===== config.mk =====
export PLATFORM = sky130hd
export DESIGN_NAME = cta_top
export DESIGN_NICKNAME = d
export VERILOG_FILES = /design/src/cta_pkg.sv /design/src/cta_top.sv
export SDC_FILE = /design/constraint.sdc
export NUM_CORES = 1
export LEC_CHECK = 0
export BUFFER_PORTS_ARGS = -buffer_cell sky130_fd_sc_hd__buf_4
export CAP_MARGIN = 20
export CORE_ASPECT_RATIO = 1.25
export CORE_UTILIZATION = 40
export CTS_CLUSTER_DIAMETER = 120
export DETAILED_ROUTE_END_ITERATION = 10
export PLACE_DENSITY = 0.72
export SLEW_MARGIN = 0
export SYNTH_ARGS = -nofsm -noshare
export SYNTH_HDL_FRONTEND = slang
export SYNTH_SLANG_ARGS = --single-unit

===== constraint.sdc =====
create_clock -name CLK -period 6.09 [get_ports CLK]
set_clock_uncertainty 0.15 [all_clocks]
set_input_delay 0.3045 -clock CLK [delete_from_list [all_inputs] [get_ports CLK]]
set_output_delay 0.3045 -clock CLK [all_outputs]
set_load 0.03 [all_outputs]

===== src/cta_pkg.sv =====
// Constants and types for the pack-current threshold alert block.
// Assumes an AXI4-Lite master with 32-bit data and 12-bit addresses.
package cta_pkg;

  // ----------------------------------------
  // Register indexes, byte address = 4 * index
  // ----------------------------------------
  localparam logic [9:0] IDX_OV_CLR = 10'h02c;
  localparam logic [9:0] IDX_OV_SET = 10'h02d;
  localparam logic [9:0] IDX_UV_CLR = 10'h02e;
  localparam logic [9:0] IDX_UV_SET = 10'h02f;
  localparam logic [9:0] IDX_STATUS = 10'h040;
  localparam logic [9:0] IDX_MASK = 10'h041;
  localparam logic [9:0] IDX_ALERT = 10'h042;

  // ----------------------------------------
  // Codes, reset values and answers
  // ----------------------------------------
  localparam logic [13:0] CODE_ZERO = 14'h2000;
  localparam logic [13:0] OV_THR_RESET = 14'h3fff;
  localparam logic [13:0] UV_THR_RESET = 14'h0000;
  localparam logic [1:0] RESP_OKAY = 2'h0;
  localparam logic [1:0] RESP_SLVERR = 2'h2;
  localparam int unsigned STAT_CHG_BIT = 0;
  localparam int unsigned STAT_DIS_BIT = 1;

  // ----------------------------------------
  // Channel states, Gray coded
  // ----------------------------------------
  typedef enum logic [1:0] {ST_IDLE = 2'h0, ST_RESP = 2'h1} cta_state_type;

  typedef struct packed {
    cta_state_type wst;
    cta_state_type rst;
    logic aw_got;
    logic w_got;
    logic [9:0] aw_idx;
    logic [15:0] wdata;
    logic [1:0] wstrb;
    logic [1:0] bresp;
    logic [15:0] rdata;
    logic [1:0] rresp;
    logic [13:0] ov_clr;
    logic [13:0] ov_set;
    logic [13:0] uv_clr;
    logic [13:0] uv_set;
    logic chg;
    logic dis;
    logic charging;
    logic discharging;
    logic [1:0] status;
    logic [1:0] mask;
  } cta_regs_type;

  localparam cta_regs_type REGS_RESET = '{
    wst: ST_IDLE, rst: ST_IDLE, aw_got: 1'b0, w_got: 1'b0, aw_idx: 10'h000,
    wdata: 16'h0000, wstrb: 2'h0, bresp: RESP_OKAY, rdata: 16'h0000,
    rresp: RESP_OKAY, ov_clr: OV_THR_RESET, ov_set: OV_THR_RESET,
    uv_clr: UV_THR_RESET, uv_set: UV_THR_RESET, chg: 1'b0, dis: 1'b0,
    charging: 1'b0, discharging: 1'b0, status: 2'h0, mask: 2'h0};

endpackage


===== src/cta_top.sv =====
// Pack-current threshold alerts with an AXI4-Lite register slave.
// Assumes current codes arrive already converted bipolar with gain applied.
//
// How it works
// - Charge alert rises when a code is strictly above the over set value.
// - Charge alert falls when a code is at or below the over clear value.
// - Discharge alert rises when a code is strictly below the under set value.
// - Discharge alert falls when a code is at or above the under clear value.
// - Codes are bipolar: midscale is zero, below discharges, above charges.
// - Compared codes are bipolar current-sense results with gain applied.
// - Over set value of all ones can never raise the charge alert.
// - Under set value of zero can never raise the discharge alert.
// - Each threshold is 14 bits in register bits 15:2; bits 1:0 empty.
// - All four thresholds are read/write and read back the last write.
//
// Chosen here: the AXI4-Lite slave port.
`timescale 1ns/100ps

module cta_top (
  // Clock and reset
  input wire logic CLK,
  input wire logic RST_N,
  // Current measurement
  input wire logic CUR_VALID,
  input wire logic [13:0] CUR_CODE,
  // Alerts
  output logic CHARGE_CURRENT_ALERT,
  output logic DISCHARGE_CURRENT_ALERT,
  output logic IRQ,
  // AXI4-Lite write address
  input wire logic AWVALID,
  output logic AWREADY,
  input wire logic [11:0] AWADDR,
  // AXI4-Lite write data
  input wire logic WVALID,
  output logic WREADY,
  input wire logic [31:0] WDATA,
  input wire logic [3:0] WSTRB,
  // AXI4-Lite write response
  output logic BVALID,
  input wire logic BREADY,
  output logic [1:0] BRESP,
  // AXI4-Lite read address
  input wire logic ARVALID,
  output logic ARREADY,
  input wire logic [11:0] ARADDR,
  // AXI4-Lite read data
  output logic RVALID,
  input wire logic RREADY,
  output logic [31:0] RDATA,
  output logic [1:0] RRESP
);

  // ----------------------------------------
  // State and strobes
  // ----------------------------------------
  cta_pkg::cta_regs_type s_q;
  cta_pkg::cta_regs_type s_d;
  logic aw_take;
  logic w_take;
  logic ar_take;
  logic wr_go;
  logic [1:0] clr_bits;
  logic [1:0] events;

  // Byte-lane merge into a threshold held in bits 15:2
  function automatic logic [13:0] wr_thr(
    input logic [13:0] old,
    input logic [15:0] data,
    input logic [1:0] strb
  );
    logic [13:0] v;
    v = old;
    if (strb[0])
    begin
      v[5:0] = data[7:2];
    end
    if (strb[1])
    begin
      v[13:6] = data[15:8];
    end
    return v;
  endfunction

  // ----------------------------------------
  // Handshakes
  // ----------------------------------------
  // One write and one read in flight; ready drops while a response waits
  assign AWREADY = (s_q.wst == cta_pkg::ST_IDLE) && !s_q.aw_got;
  assign WREADY = (s_q.wst == cta_pkg::ST_IDLE) && !s_q.w_got;
  assign ARREADY = (s_q.rst == cta_pkg::ST_IDLE);
  assign aw_take = AWVALID && AWREADY;
  assign w_take = WVALID && WREADY;
  assign ar_take = ARVALID && ARREADY;

  // Outputs built from flops alone, with no input in the path
  assign BVALID = (s_q.wst == cta_pkg::ST_RESP);
  assign BRESP = s_q.bresp;
  assign RVALID = (s_q.rst == cta_pkg::ST_RESP);
  assign RDATA = {16'h0000, s_q.rdata};
  assign RRESP = s_q.rresp;
  assign CHARGE_CURRENT_ALERT = s_q.chg;
  assign DISCHARGE_CURRENT_ALERT = s_q.dis;
  assign IRQ = |(s_q.status & s_q.mask);

  // ----------------------------------------
  // Next state
  // ----------------------------------------
  always_comb
  begin
    s_d = s_q;
    wr_go = 1'b0;
    clr_bits = 2'h0;
    events = 2'h0;
    // Address and data may come in either order
    if (aw_take)
    begin
      s_d.aw_got = 1'b1;
      s_d.aw_idx = AWADDR[11:2];
    end
    if (w_take)
    begin
      s_d.w_got = 1'b1;
      s_d.wdata = WDATA[15:0];
      s_d.wstrb = WSTRB[1:0];
    end
    if (s_d.aw_got && s_d.w_got)
    begin
      wr_go = 1'b1;
      s_d.aw_got = 1'b0;
      s_d.w_got = 1'b0;
      s_d.wst = cta_pkg::ST_RESP;
      s_d.bresp = cta_pkg::RESP_OKAY;
      case (s_d.aw_idx)
        cta_pkg::IDX_OV_CLR:
        begin
          s_d.ov_clr = wr_thr(s_q.ov_clr, s_d.wdata, s_d.wstrb);
        end
        cta_pkg::IDX_OV_SET:
        begin
          s_d.ov_set = wr_thr(s_q.ov_set, s_d.wdata, s_d.wstrb);
        end
        cta_pkg::IDX_UV_CLR:
        begin
          s_d.uv_clr = wr_thr(s_q.uv_clr, s_d.wdata, s_d.wstrb);
        end
        cta_pkg::IDX_UV_SET:
        begin
          s_d.uv_set = wr_thr(s_q.uv_set, s_d.wdata, s_d.wstrb);
        end
        cta_pkg::IDX_STATUS:
        begin
          if (s_d.wstrb[0])
          begin
            clr_bits = s_d.wdata[1:0];
          end
        end
        cta_pkg::IDX_MASK:
        begin
          if (s_d.wstrb[0])
          begin
            s_d.mask = s_d.wdata[1:0];
          end
        end
        cta_pkg::IDX_ALERT:
        begin
          s_d.bresp = cta_pkg::RESP_OKAY; // Read-only, write dropped
        end
        default:
        begin
          s_d.bresp = cta_pkg::RESP_SLVERR;
        end
      endcase
    end
    if ((s_q.wst == cta_pkg::ST_RESP) && BREADY)
    begin
      s_d.wst = cta_pkg::ST_IDLE;
    end
    // Read data is captured at address time
    if (ar_take)
    begin
      s_d.rst = cta_pkg::ST_RESP;
      s_d.rresp = cta_pkg::RESP_OKAY;
      case (ARADDR[11:2])
        cta_pkg::IDX_OV_CLR:
        begin
          s_d.rdata = {s_q.ov_clr, 2'h0};
        end
        cta_pkg::IDX_OV_SET:
        begin
          s_d.rdata = {s_q.ov_set, 2'h0};
        end
        cta_pkg::IDX_UV_CLR:
        begin
          s_d.rdata = {s_q.uv_clr, 2'h0};
        end
        cta_pkg::IDX_UV_SET:
        begin
          s_d.rdata = {s_q.uv_set, 2'h0};
        end
        cta_pkg::IDX_STATUS:
        begin
          s_d.rdata = {14'h0000, s_q.status};
        end
        cta_pkg::IDX_MASK:
        begin
          s_d.rdata = {14'h0000, s_q.mask};
        end
        cta_pkg::IDX_ALERT:
        begin
          s_d.rdata = {12'h000, s_q.discharging, s_q.charging, s_q.dis, s_q.chg};
        end
        default:
        begin
          s_d.rdata = 16'h0000;
          s_d.rresp = cta_pkg::RESP_SLVERR;
        end
      endcase
    end
    else if ((s_q.rst == cta_pkg::ST_RESP) && RREADY)
    begin
      s_d.rst = cta_pkg::ST_IDLE;
    end
    // Hysteretic compare; set wins if software mis-orders the pair
    if (CUR_VALID)
    begin
      if (CUR_CODE > s_q.ov_set)
      begin
        s_d.chg = 1'b1;
      end
      else if (CUR_CODE <= s_q.ov_clr)
      begin
        s_d.chg = 1'b0;
      end
      if (CUR_CODE < s_q.uv_set)
      begin
        s_d.dis = 1'b1;
      end
      else if (CUR_CODE >= s_q.uv_clr)
      begin
        s_d.dis = 1'b0;
      end
      s_d.charging = (CUR_CODE > cta_pkg::CODE_ZERO);
      s_d.discharging = (CUR_CODE < cta_pkg::CODE_ZERO);
    end
    // Rising alerts are sticky; a new event beats a same-cycle clear
    events[cta_pkg::STAT_CHG_BIT] = s_d.chg && !s_q.chg;
    events[cta_pkg::STAT_DIS_BIT] = s_d.dis && !s_q.dis;
    s_d.status = (s_q.status & ~clr_bits) | events;
  end

  // ----------------------------------------
  // State register
  // ----------------------------------------
  always_ff @(posedge CLK)
  begin
    if (!RST_N)
    begin
      s_q <= cta_pkg::REGS_RESET;
    end
    else
    begin
      s_q <= s_d;
    end
  end
endmodule


; ---- Word-level counts from Yosys, hierarchy flattened
; Cells that the tools add are included.
[word_totals]
register_bits = 116
inputBits = 82
[op_classes]
n_lt_le_gt_ge = 6
n_eq_ne = 14
mux = 17
bitwise_logic = 5
n_reduce_logical = 31
[op_table]
columns = operator, n
row1 = 16-bit one-hot mux with 7 select lines, 1
row2 = 10-bit by 6-bit equality test with 1-bit output (second input constant), 8
row3 = 10-bit by 7-bit equality test with 1-bit output (second input constant), 6
row4 = 3-bit AND reduction, 9
row5 = 18-bit 2-to-1 mux, 1
row6 = 14-bit >= comparator, 1
row7 = 14-bit greater-than comparator, 1
row8 = 14-bit greater-than comparator (second input constant), 1
row9 = 14-bit less-or-equal comparator, 1
row10 = 14-bit less-than comparator, 1
row11 = 14-bit less-than comparator (second input constant), 1
row12 = 7-bit OR reduction, 2
row13 = 1-bit logical AND, 10
row14 = 10-bit 2-to-1 mux, 1
row15 = 2-bit 2-to-1 mux, 5
row16 = 1-bit 2-to-1 mux, 8
row17 = 2-bit OR reduction, 3
row18 = 2-bit bitwise AND, 2
row19 = 1-bit zero test, 4
row20 = 2-bit zero test, 2
row21 = 4-bit 2-to-1 mux, 1
row22 = 2-bit NOT, 1
row23 = 2-bit bitwise OR, 1
row24 = 2-bit nonzero test, 1
row25 = 1-bit NOT, 1

; ---- Depth between registers and ports, before layout
; Gate-level depths: netlist of run 1.
[depth]
ltp_word = 10
mapped_depth = 8
depth_no_buf = 7

; ---- Worst setup path after synthesis of run 1
; OpenSTA, ideal clock, no wires.
[synth_path]
path_type = reg-to-reg
start = register s_q[116] (netlist bit)
end = register s_q[56] (netlist bit)
setup_ps = 129
arrival_time_ps = 2158
setup_slack_ps = 3653
stages_incl_launch_ff = 8
path_buffers = 2
synth_period_minus_slack_ps = 2437
cell_sequence = dfxtp_1 > buf_6 > or3b_1 > buf_4 > mux2i_1 > a2111oi_4 > mux2i_1 > nand2_1
[synth_via]
elab_chain_cells = 6
elab_cells_between_ends = 12
[synth_rtl]
columns = item, line
row1 = start: declaration, cta_top.sv:57  ; cta_pkg::cta_regs_type s_q;
row2 = start signal: assignment, cta_top.sv:259  ; s_q <= cta_pkg::REGS_RESET;
row3 = 2-bit zero test (*), "cta_top.sv:89, cta_top.sv:90"
row4 = 1-bit logical AND (on tied branches), "cta_top.sv:89, cta_top.sv:90"
row5 = 1-bit logical AND (on tied branches), "cta_top.sv:92, cta_top.sv:93"
row6 = "10-bit 2-to-1 mux, or another cell as far along", cta_top.sv:116  ; if (aw_take)
row7 = 10-bit by 6-bit equality test with 1-bit output / 1-bit logical AND (equally long branches), "cta_top.sv:134, cta_top.sv:127"
row8 = 3-bit AND reduction (no source line), n/a
; Every way passes the cells marked *; elsewhere a longest branch is shown, timed or not.
; A chain may end at the register's enable or synchronous reset.

; ---- Worst setup path after layout of run 1
[layout_path]
start = register s_q[116] (netlist bit)
end = register s_q[48] (netlist bit)
; The elaborated chain is that of the path after synthesis.

==> results of run 1 <==
[Yosys cell counts (3+ instances only)]
cell type                   number
sky130_fd_sc_hd__a2111oi_4       4
sky130_fd_sc_hd__a211oi_1        7
sky130_fd_sc_hd__a21o_1          4
sky130_fd_sc_hd__a21oi_1        32
sky130_fd_sc_hd__a221oi_1       14
sky130_fd_sc_hd__a22o_1         13
sky130_fd_sc_hd__a32o_1          5
sky130_fd_sc_hd__and2_1          4
sky130_fd_sc_hd__and3_1          3
sky130_fd_sc_hd__and4b_1         3
sky130_fd_sc_hd__buf_2           4
sky130_fd_sc_hd__buf_4          37
sky130_fd_sc_hd__buf_6           3
sky130_fd_sc_hd__clkbuf_1       21
sky130_fd_sc_hd__dfxtp_1       114
sky130_fd_sc_hd__ha_1           55
sky130_fd_sc_hd__inv_1          75
sky130_fd_sc_hd__mux2_2         17
sky130_fd_sc_hd__mux2i_1        65
sky130_fd_sc_hd__nand2_1       124
sky130_fd_sc_hd__nand2b_1        4
sky130_fd_sc_hd__nand3_1        13
sky130_fd_sc_hd__nand4_1         9
sky130_fd_sc_hd__nor2_1         22
sky130_fd_sc_hd__nor2b_1         6
sky130_fd_sc_hd__nor3_1         13
sky130_fd_sc_hd__nor4_1          5
sky130_fd_sc_hd__nor4b_1         3
sky130_fd_sc_hd__o21ai_0        23
[worst max-delay path, cell delays in order (launching register included)]
cell and delay (ns):
sky130_fd_sc_hd__dfxtp_1 0.53, sky130_fd_sc_hd__or3b_1 0.57, sky130_fd_sc_hd__nand3_4 0.28, sky130_fd_sc_hd__a2111oi_4 0.97
sky130_fd_sc_hd__mux2i_1 0.29, sky130_fd_sc_hd__nand2_1 0.07
[registers in the layout (all words and copies together) (netlist names)]
signal and flops:
DISCHARGE_CURRENT_ALERT 1, BRESP 1, s_q 94, RRESP 1
CHARGE_CURRENT_ALERT 1, RDATA 16
[cell type report]
cell class	instances	area share [%]
inverters	75	3.59
repair buffers	100	9.94
well taps	212	3.38
multi-input cells	500	46.4
flip-flops and latches	114	29.1
clock buffers	22	5.92
clock inverters	10	1.69
[final timing paths]
path / from / to / slack, ns / cells past startpoint
max: s_q[116] / s_q[48] / 3.06 / 5
min: BREADY / s_q[116] / 0.01 / 3
max reg2reg: s_q[116] / s_q[48] / 3.06 / 5
min reg2reg: RDATA[5] / RDATA[5] / 0.31 / 2
[layer usage]
layer  up-vias  part of all wire [%]
li1       2679                     -
met4         0                   3.5
met1      2600                    43
met5         -                     0
met2       171                    49
met3        41                   5.2
[cell families (layout without fill, tap and decap cells)]
logic type	count (synthesis)	count (layout)	synth area share, %
simple gates	224	224	16.8
buf+inv	142	207	10.7
compound gates	120	120	13.9
flops	114	114	34.9
mux	83	83	13.1
fa+ha+maj	55	55	10.5
other cells	1	18	0.0574
[where the power goes]
part / internal, mW / switching [mW]
Combinational: 0.0946 / 0.142
Clock: 0.661 / 0.351
Sequential: 0.767 / 0.0141
[metrics by stage]
stage / area (sq um) / power, mW / worst slack (ns) / utilization [%] / hold WS [ns]
after floorplan: 6600 / 0.957 / 3.65 / - / 0.254
after global placement: 7130 / 1.02 / 3.16 / 45.2 / 0.292
after detailed placement: 7130 / 1.03 / 3.06 / 45.2 / 0.302
after CTS: 7830 / 2.04 / 3.04 / 49.7 / 0.000932
after global routing: 7840 / 2.10 / 2.90 / 49.7 / 0.0107
final: 7840 / 2.03 / 3.06 / 49.7 / 0.00958
[timing repair]
action	in CTS	in global routing
hold buffers	10	0
hold endpoints to repair	10	0
buffers inserted	0	0
==> summary.log, run 1 <==
[outcome] outcome completed
[clock_network] Max Root-Sink Buffers 2
[clock_network] Root Buffer sky130_fd_sc_hd__clkbuf_16
[hold_path] hold crit path type in2reg
[layout] leading cell types in the layout, fill and taps excluded sky130_fd_sc_hd__nand2_1, sky130_fd_sc_hd__dfxtp_1, sky130_fd_sc_hd__buf_4
[logic_synthesis] post-synthesis instance total 739
[clock_network] CTS tree done
[global_routing] busiest layer in global routing met2
[layout] Post-layout nets 945
[logic_synthesis] primary flip-flop cell chosen by synthesis mapping sky130_fd_sc_hd__dfxtp_1
[layout] final cell count without fillers 1033
[pwr] Peak VDD IR 0.170 mV
[layout] share of cells above drive strength 1 18.1%
[logic_synthesis] fraction of registers with async set or reset after synthesis 0%
[routing] Iteration-0 DRC Markers 351
[routing] post-detailed-route DRC marker count 0
[floorplan] number of placement rows 51
[global_routing] GR Util All Layers 20.9%
[setup_path] data arrival time at the worst-slack endpoint 3.15 ns
[layout] most frequent standard cell in the layout excluding fill and tap cells sky130_fd_sc_hd__nand2_1
[logic_synthesis] biggest area consumer among synthesized cells sky130_fd_sc_hd__dfxtp_1
[routing] Post-Route WL 16900 um
[logic_synthesis] number of distinct library cell variants in the gate-level netlist after synthesis 58
[global_routing] vias in the first global route 5326
[setup_path] largest fanout on the critical path 16
[routing] post-detailed-route via-to-cell ratio 5.32
[floorplan] x dimension of the die 116 um
[setup_path] worst setup path class reg2reg
[placement] Post-DP HPWL 12000 um
[setup_path] Worst setup SP type flip-flop
[layout] antenna fix cells 0
[logic_synthesis] synthesized flop and latch total 114
[logic_synthesis] top cells by area in the synthesized netlist sky130_fd_sc_hd__dfxtp_1, sky130_fd_sc_hd__ha_1, sky130_fd_sc_hd__mux2i_1
[logic_synthesis] number of flops mapped to enable cells by yosys 0
[logic_synthesis] proportion of netlist area held by the largest area contributor 34.9%
[sta] final worst-path cycle share 49.7%
[clock_network] Worst-Skew Late Latency 0.42 ns
[sta] count of final setup violators 0
[job] max-capacitance violation count 0
[sta] Fin. Hold Viols 0
[floorplan] io pins 126
[logic_synthesis] YS warnings 0
[clock_network] clock slew at reported path FFs 0.05 ns
[logic_synthesis] fraction of the yosys area taken by sequential cells 34.9%
[pwr] leakage power of the design 3.39 nW
[global_routing] global-route track usage on met3 4.64%
[clock_network] number of levels the H-tree was split into 4
[setup_path] required arrival time at the worst endpoint 6.21 ns
[placement] total placed cells including tap cells 990
[sta] Fin Setup TNS 0 ns
[floorplan] core region area 15800 sq um
[global_routing] global-route track usage on met2 34.8%
[sta] measured slew at the worst slew-check pin 1.15 ns
[routing] post-route antenna net violation count 0
[sta] Slew Limit Fails 0
[sta] tightest slew margin relative to the limit 22.9%
[global_routing] pin count of the biggest net entering global routing 83
[global_routing] antenna violations before repair 0
[setup_path] Worst Setup End Kind flip-flop
[routing] final routed wire length divided by cell count 16.3 um
[global_routing] met1 Use GR 24.8%
[layout] number of filler instances in the final layout 1502
[routing] total via count in the routed design 5491
[floorplan] starting utilization of the core area 41.5%
[sta] maximum clock frequency 330 MHz
[logic_synthesis] mean cell area of the mapped netlist 8.84 sq um
[pwr] power per unit of standard cell area 259 nW/um^2
[placement] count of buffers from port buffering 85
[floorplan] full die area 16900 sq um
[logic_synthesis] Post-Syn Area 6540 sq um
[sta] setup repair after global routing missed its margin false
[layout] sequential cell area in the final layout 2280 sq um
[clock_network] total CTS buffers 17
[clock_network] clock sink count 114
[placement] global placer's final weighted congestion 0.890
[sta] shortest clock period the worst path allows after layout 3.03 ns
[global_routing] sum of overflow across all layers after global routing 0
[global_routing] global-route wire length before repair 26900 um
[floorplan] die height 145 um
[layout] synthesis-to-finish area growth 19.9%
[clock_network] quantity of gates resized following cts 0
[layout] total area of multi-input combinational cells 3630 sq um
[routing] 1st-pass router iterations 5
No activity file was read; power rests on OpenSTA's default activity.
==> run 2, diff against run 1 <==
Clock period 6.09 ns to 2.85 ns, I/O delays scaled along.
==> run 2 against run 1 <==
Effect of this change: clock-buffer cell count shrank 5; total power rose by 130%; critical path depth unchanged; non-clock buffer count grew 43; cell area is 5.8% higher; clock power increased by 140%; core utilization up 2.9 points; sequential power is 110% higher; cell count up 4.2%; die area unchanged; global-route usage grew 0.41 points; combinational power is 140% higher.
==> summary.log, run 2 (synthesis gave the netlist of run 1 again) <==
[setup_path] dominant delay contributor by cell family on the critical path compound AO/OA/AOI/OAI gates [unchanged]
[sta] shortest clock period the worst path allows after layout 2.59 ns [was 3.03 ns]
[setup_path] Worst setup SP type flip-flop [unchanged]
[sta] tightest slew margin relative to the limit 35.8% [was 22.9%]
[clock_network] number of setup buffers added after CTS 0 [unchanged]
[layout] flip-flop count of the largest register after layout 94 [unchanged]
[clock_network] CTS tree done [unchanged]
[routing] final routed wire length divided by cell count 16.1 um [was 16.3 um]
[hold_path] Min-Delay Startpoint WSTRB[0] [was BREADY]
[clock_network] quantity of gates resized following cts 0 [unchanged]
[clock_network] number of levels the H-tree was split into 4 [unchanged]
[floorplan] starting utilization of the core area 41.5% [unchanged]
[routing] total via count in the routed design 5632 [was 5491]
[sta] Slew Limit Fails 0 [unchanged]
[setup_path] largest stage delay on the critical path 0.78 ns [was 0.97 ns]
[pwr] leakage power of the design 3.62 nW [was 3.39 nW]
[layout] synthesis-to-finish area growth 27.0% [was 19.9%]
[routing] post-route antenna net violation count 0 [unchanged]
[routing] Iteration-0 DRC Markers 411 [was 351]
[sta] Fin Setup TNS 0 ns [unchanged]
[floorplan] die height 145 um [unchanged]
[sta] worst-case setup margin in the final layout 0.264 ns [was 3.06 ns]
[hold_path] hold path cells 3 [unchanged]
[clock_network] Worst-Skew Late Latency 0.42 ns [about the same]
[placement] count of buffers from port buffering 85 [unchanged]
[layout] Post-layout nets 988 [was 945]
[pwr] Peak VDD IR 0.365 mV [was 0.170 mV]
[floorplan] io pins 126 [unchanged]
[floorplan] core region area 15800 sq um [unchanged]
[global_routing] vias in the first global route 5677 [was 5326]
[global_routing] sum of overflow across all layers after global routing 0 [unchanged]
[sta] Fin. Hold Viols 0 [unchanged]
[placement] Post-DP HPWL 12400 um [was 12000 um]
[clock_network] Max Root-Sink Buffers 2 [unchanged]
[pwr] power per unit of standard cell area 564 nW/um^2 [was 259 nW/um^2]
[global_routing] global-route track usage on met3 4.55% [was 4.64%]
[setup_path] cell with the most instances on the worst path sky130_fd_sc_hd__mux2i_1
[outcome] outcome completed [unchanged]
[sta] measured slew at the worst slew-check pin 0.963 ns [was 1.15 ns]
[global_routing] global-route track usage on met2 37.0% [was 34.8%]
[clock_network] CTS Hold Bufs 36 [was 10]
[floorplan] x dimension of the die 116 um [unchanged]
[sta] final worst-path cycle share 90.7% [was 49.7%]
[routing] 1st-pass router iterations 5 [unchanged]
[sta] count of final setup violators 0 [unchanged]
[setup_path] worst setup path class reg2reg [unchanged]
[setup_path] worst-path cell chain or3b_1 > mux2i_1 > a2111oi_4 > mux2i_1 > nand2_1 [was or3b_1 > nand3_4 > a2111oi_4 > mux2i_1 > nand2_1]
[setup_path] Worst Path Buf+Inv 0 [unchanged]
[setup_path] largest fanout on the critical path 10 [was 16]
[setup_path] required arrival time at the worst endpoint 2.99 ns [was 6.21 ns]
[setup_path] crit path max-delay cell type sky130_fd_sc_hd__a2111oi_4 [unchanged]
[setup_path] Worst Setup End Kind flip-flop [unchanged]
[setup_path] data arrival time at the worst-slack endpoint 2.73 ns [was 3.15 ns]
[global_routing] met1 Use GR 24.2% [was 24.8%]
[clock_network] Root Buffer sky130_fd_sc_hd__clkbuf_16 [unchanged]
[setup_path] register-to-register setup slack 0.26 ns [was 3.06 ns]
[floorplan] full die area 16900 sq um [unchanged]
[clock_network] clock sink count 114 [unchanged]
[setup_path] total number of cells along the worst setup path 5 [unchanged]
[layout] leading cell types in the layout, fill and taps excluded sky130_fd_sc_hd__nand2_1, sky130_fd_sc_hd__dfxtp_1, sky130_fd_sc_hd__buf_4 [unchanged]
[sta] maximum clock frequency 387 MHz [was 330 MHz]
[routing] post-detailed-route via-to-cell ratio 5.23 [was 5.32]
[setup_path] Setup crit start s_q[113] [was s_q[116]]
[global_routing] antenna violations before repair 0 [unchanged]
[global_routing] pin count of the biggest net entering global routing 45 [was 83]
[layout] share of cells above drive strength 1 19.3% [was 18.1%]
[layout] number of filler instances in the final layout 1432 [was 1502]
[global_routing] global-route wire length before repair 27600 um [was 26900 um]
[setup_path] critical register-to-register path startpoint s_q[113] [was s_q[116]]
[layout] total area of multi-input combinational cells 3620 sq um [was 3630 sq um]
[floorplan] number of placement rows 51 [unchanged]
[sta] setup repair after global routing missed its margin false [unchanged]
[routing] Post-Route WL 17400 um [was 16900 um]
[global_routing] GR Util All Layers 21.3% [was 20.9%]
[layout] sequential cell area in the final layout 2280 sq um [unchanged]
[placement] post-placement worst setup slack 0.322 ns [was 3.06 ns]
[routing] post-detailed-route DRC marker count 0 [unchanged]
[setup_path] cell count of the worst reg-to-reg path 5 [unchanged]
[hold_path] hold crit path type in2reg [unchanged]
[layout] most frequent standard cell in the layout excluding fill and tap cells sky130_fd_sc_hd__nand2_1 [unchanged]
[layout] most flop-heavy register s_q [unchanged]
[placement] global placer's final weighted congestion 0.875 [was 0.890]
[clock_network] total CTS buffers 17 [unchanged]
[global_routing] busiest layer in global routing met2 [unchanged]
[job] max-capacitance violation count 0 [unchanged]
[layout] antenna fix cells 0 [unchanged]
[clock_network] clock slew at reported path FFs 0.06 ns [was 0.05 ns]
-- run 2: cell types whose count changed in the layout (fill, tap and decap cells not counted), sizes merged --
cell,delta
buf,+17
inv,+3
dlygate4sd3,+26
clkbuf,-5
bufinv,+3
clkinv,-1
-- run 2: power by group --
part	internal, mW	switching (mW)
registers	1.64	0.0258
clock network	1.65	0.812
logic	0.240	0.318
total	3.53	1.16
-- run 2: stage by stage --
step / instances / power, mW / util (%) / hold slack [ns] / area [sq um]
after global routing: 1076 / 4.83 / 52.6 / 0.0286 / 8300
after global placement: 1008 / 2.20 / 46.0 / 0.176 / 7260
after detailed placement: 1008 / 2.21 / 46.0 / 0.180 / 7260
after CTS: 1076 / 4.71 / 52.6 / 0.00561 / 8300
after floorplan: 756 / 2.05 / - / 0.0915 / 6600
final: 1076 / 4.68 / 52.6 / 0.0239 / 8300
-- run 2: area by class of cell --
class | count | share of cell area [%]
multi-input cells | 500 | 43.7
flip-flops and latches | 114 | 27.5
repair buffers | 143 | 14.0
clock buffers | 17 | 5.13
inverters | 75 | 3.39
well taps | 212 | 3.20
clock inverters | 15 | 3.08
-- run 2: path summary, 6_finish.rpt --
kind / to
worst max register to register: s_q[59]
worst min register to register: RDATA[12]
worst min-delay path: s_q[84]
worst max-delay path: s_q[59]
-- run 2: metal layers --
metal	vias up	wire, um
li1	2766	-
met1	2642	7260
met2	188	8570
met3	36	1040
met4	0	495
met5	-	0
-- run 2: tightest hold or removal path, stage by stage --
cell	delay [ns]
sky130_fd_sc_hd__buf_4	0.08
sky130_fd_sc_hd__mux2i_1	0.20
sky130_fd_sc_hd__nor2_1	0.14
==> run 3, diff against run 2 <==
Settings changed: ABC_AREA set to 1, PLACE_DENSITY 0.72 to 0.71.
==> run 3 against run 2 <==
Effect of this change: synthesized cell count rose by 43%; worst setup slack improved by 0.079 ns; clock power fell by 17%; sequential power rose by 2%; sequential cell count did not move; non-clock buffer count fell by 14; combinational power rose by 68%; total power barely moved; maximum frequency rose by 3.2%; critical path type unchanged; largest power group unchanged; highest routed layer unchanged.
==> summary.log, run 3 <==
[sta] shortest clock period the worst path allows after layout 2.51 ns [was 2.59 ns]
[placement] global placer's final weighted congestion 0.951 [was 0.875]
[layout] antenna fix cells 0 [unchanged]
[global_routing] global-route wire length before repair 31500 um [was 27600 um]
[routing] post-detailed-route DRC marker count 0 [unchanged]
[logic_synthesis] adder and majority cell fraction of the synthesized area 9.67% [was 10.5%]
[layout] sequential cell area in the final layout 2280 sq um [unchanged]
[setup_path] largest stage delay on the critical path 0.41 ns [was 0.78 ns]
[layout] Post-layout nets 1288 [was 988]
[floorplan] core region area 17400 sq um [was 15800 sq um]
[layout] number of filler instances in the final layout 1810 [was 1432]
[layout] synthesis-to-finish area growth 21.5% [was 27.0%]
[setup_path] worst setup path class reg2reg [unchanged]
[floorplan] number of placement rows 54 [was 51]
[clock_network] clock slew at reported path FFs 0.05 ns [was 0.06 ns]
[clock_network] Root Buffer sky130_fd_sc_hd__clkbuf_16 [unchanged]
[pwr] internal power summed over all cells 3.32 mW [was 3.53 mW]
[pwr] power per unit of standard cell area 541 nW/um^2 [was 564 nW/um^2]
[job] max-capacitance violation count 0 [unchanged]
[logic_synthesis] fraction of registers with async set or reset after synthesis 0% [unchanged]
[setup_path] crit path max-delay cell type sky130_fd_sc_hd__o21ai_1 [was sky130_fd_sc_hd__a2111oi_4]
[logic_synthesis] biggest area consumer among synthesized cells sky130_fd_sc_hd__dfxtp_1 [unchanged]
[setup_path] Worst Setup End Kind flip-flop [unchanged]
[setup_path] cell count of the worst reg-to-reg path 8 [was 5]
[pwr] Switching Fraction 29.0% [was 24.7%]
[layout] share of cells above drive strength 1 14.5% [was 19.3%]
[floorplan] starting utilization of the core area 40.8% [was 41.5%]
[floorplan] io pins 126 [unchanged]
[setup_path] largest fanout on the critical path 18 [was 10]
[logic_synthesis] primary flip-flop cell chosen by synthesis mapping sky130_fd_sc_hd__dfxtp_1 [unchanged]
[routing] Post-Route WL 19400 um [was 17400 um]
[logic_synthesis] mean cell area of the mapped netlist 6.71 sq um [was 8.84 sq um]
[logic_synthesis] Post-Syn Area 7120 sq um [was 6540 sq um]
[logic_synthesis] synthesized flop and latch total 114 [unchanged]
[logic_synthesis] most frequent cell after synthesis sky130_fd_sc_hd__nand2_1 [unchanged]
[hold_path] hold path cells 3 [unchanged]
[sta] Fin Setup TNS 0 ns [unchanged]
[clock_network] number of levels the H-tree was split into 4 [unchanged]
[floorplan] x dimension of the die 121 um [was 116 um]
[pwr] power share of the clock group 43.6% [was 52.6%]
[layout] Finished Core Util 49.6% [was 52.6%]
[floorplan] full die area 18300 sq um [was 16900 sq um]
[clock_network] quantity of gates resized following cts 0 [unchanged]
[pwr] Peak VDD IR 0.422 mV [was 0.365 mV]
[logic_synthesis] synthesized-area fraction occupied by ao, oa, aoi and oai cells 8.32% [was 13.9%]
[pwr] leakage power of the design 4.34 nW [was 3.62 nW]
[routing] final routed wire length divided by cell count 14.0 um [was 16.1 um]
[outcome] outcome completed [unchanged]
[layout] most frequent standard cell in the layout excluding fill and tap cells sky130_fd_sc_hd__nand2_1 [unchanged]
[logic_synthesis] xor-xnor portion of the synthesized cell area 0% [unchanged]
[clock_network] Max Root-Sink Buffers 2 [unchanged]
[routing] Iteration-0 DRC Markers 348 [was 411]
[pwr] register share of total power 36.4% [was 35.5%]
[clock_network] CTS tree done [unchanged]
[layout] leading cell types in the layout, fill and taps excluded sky130_fd_sc_hd__nand2_1, sky130_fd_sc_hd__inv_1, sky130_fd_sc_hd__nor2_1 [was sky130_fd_sc_hd__nand2_1, sky130_fd_sc_hd__dfxtp_1, sky130_fd_sc_hd__buf_4]
[setup_path] worst-path cell chain nor2_4 > nand2_4 > o21ai_1 > nand2_1 > nor2_2 > nand3_1 > nand2_1 > nand3_1 [was or3b_1 > mux2i_1 > a2111oi_4 > mux2i_1 > nand2_1]
[sta] measured slew at the worst slew-check pin 0.751 ns [was 0.963 ns]
[layout] most flop-heavy register s_q [unchanged]
[logic_synthesis] fraction of the yosys area taken by sequential cells 32.1% [was 34.9%]
[clock_network] clock sink count 114 [unchanged]
[global_routing] pin count of the biggest net entering global routing 64 [was 45]
[sta] count of final setup violators 0 [unchanged]
[logic_synthesis] proportion of netlist area held by the largest area contributor 32.1% [was 34.9%]
[pwr] Comb pwr share 20.0% [was 11.9%]
[logic_synthesis] post-synthesis instance total 1060 [was 739]
[clock_network] total CTS buffers 17 [unchanged]
[sta] final worst-path cycle share 88.0% [was 90.7%]
[routing] total via count in the routed design 6942 [was 5632]
[setup_path] Worst setup SP type flip-flop [unchanged]
[layout] flip-flop count of the largest register after layout 94 [unchanged]
[pwr] P_sw 1.36 mW [was 1.16 mW]
[logic_synthesis] multiplexer share of the synthesized area 0% [was 13.1%]
[clock_network] CTS Hold Bufs 24 [was 36]
[sta] tightest slew margin relative to the limit 49.7% [was 35.8%]
[placement] count of buffers from port buffering 85 [unchanged]
[logic_synthesis] number of distinct library cell variants in the gate-level netlist after synthesis 38 [was 58]
[global_routing] sum of overflow across all layers after global routing 0 [unchanged]
[layout] total area of multi-input combinational cells 3940 sq um [was 3620 sq um]
[global_routing] antenna violations before repair 0 [unchanged]
[setup_path] register-to-register setup slack 0.34 ns [was 0.26 ns]
[placement] placed cell area 7830 sq um [was 7260 sq um]
[sta] maximum clock frequency 399 MHz [was 387 MHz]
[logic_synthesis] dominant combinational cell family by area after synthesis simple AND/OR/NAND/NOR gates [unchanged]
[floorplan] die height 151 um [was 145 um]
[sta] Fin. Hold Viols 0 [unchanged]
[setup_path] required arrival time at the worst endpoint 2.98 ns [was 2.99 ns]
[logic_synthesis] top cells by area in the synthesized netlist sky130_fd_sc_hd__dfxtp_1, sky130_fd_sc_hd__nand2_1, sky130_fd_sc_hd__ha_1 [was sky130_fd_sc_hd__dfxtp_1, sky130_fd_sc_hd__ha_1, sky130_fd_sc_hd__mux2i_1]
[routing] 1st-pass router iterations 4 [was 5]
[clock_network] Worst-Skew Late Latency 0.42 ns [about the same]
[global_routing] GR Util All Layers 22.3% [was 21.3%]
[setup_path] data arrival time at the worst-slack endpoint 2.63 ns [was 2.73 ns]
[global_routing] vias in the first global route 6621 [was 5677]
[clock_network] number of setup buffers added after CTS 0 [unchanged]
[logic_synthesis] number of flops mapped to enable cells by yosys 0 [unchanged]
[logic_synthesis] top post-synthesis cells by count sky130_fd_sc_hd__nand2_1, sky130_fd_sc_hd__inv_1, sky130_fd_sc_hd__nor2_1 [was sky130_fd_sc_hd__nand2_1, sky130_fd_sc_hd__dfxtp_1, sky130_fd_sc_hd__inv_1]
[sta] Hold WS 0.00140 ns [was 0.0239 ns]
[logic_synthesis] YS warnings 0 [unchanged]
[hold_path] hold crit path type in2reg [unchanged]
[placement] Post-DP HPWL 14700 um [was 12400 um]
[routing] post-route antenna net violation count 0 [unchanged]
[sta] setup repair after global routing missed its margin false [unchanged]
[routing] post-detailed-route via-to-cell ratio 5.00 [was 5.23]
[logic_synthesis] simple-gate share of the synthesized area 36.4% [was 16.8%]
[layout] Non-Filler Cell Area, Final 8640 sq um [was 8300 sq um]
[sta] Slew Limit Fails 0 [unchanged]
run 3: cell types whose count changed in the layout (fill, tap and decap cells not counted), sizes merged, moves of 58 or more:
cell and delta:
inv +58, mux2i -66, nand2 +122, nand3 +61, nand4 +68, nor2 +103
run 3: metal layers:
layer	GRT usage, %	wire length (um)
met2	37.1	8920
met1	27.2	8800
met4	12.7	782
met5	0	0
met3	3.77	861
run 3: cell type report:
class,instances,share of cell area [%]
Sequential cell,114,26.4
Clock buffer,28,6.09
Inverter,138,5.99
Clock inverter,4,0.521
Multi-Input combinational cell,751,45.6
Tap cell,224,3.24
Timing Repair Buffer,129,12.2
run 3: worst max-delay path: cells and delay by family, from the launching register on:
family             cells  cell delay [ns]
and+or+nand+nor        7             1.43
AOI/OAI and AO/OA      1             0.41
DFF                    1             0.37
run 3: final timing paths:
| kind | startpoint | end |
|---|---|---|
| setup / recovery | s_q[116] | s_q[49] |
| hold / removal | WDATA[8] | s_q[94] |
| setup reg to reg | s_q[116] | s_q[49] |
| hold reg to reg | RDATA[1] | RDATA[1] |
run 3: logic make-up (layout without fill, tap and decap cells):
group	after synthesis	count (layout)
simple gates	565	565
buf+inv	212	299
flops	114	114
compound gates	113	113
fa+ha+maj	55	55
other cells	1	18
run 3: per-stage QoR:
step                setup WS [ns]  total power, mW  instances
floorplan                   0.381             2.38       1077
CTS                         0.352             4.71       1388
finish                      0.343             4.68       1388
detailed placement          0.363             2.63       1332
global route              0.00551             4.91       1388
global placement            0.377             2.62       1332
run 3: power groups by stage:
stage / sequential (mW) / combinational [mW] / clock [mW]
after detailed placement: 1.73 / 0.899 / 0
after CTS: 1.70 / 0.934 / 2.07
final: 1.70 / 0.936 / 2.04
after global placement: 1.73 / 0.887 / 0
after global routing: 1.71 / 1.05 / 2.15
after floorplan: 1.73 / 0.641 / 0
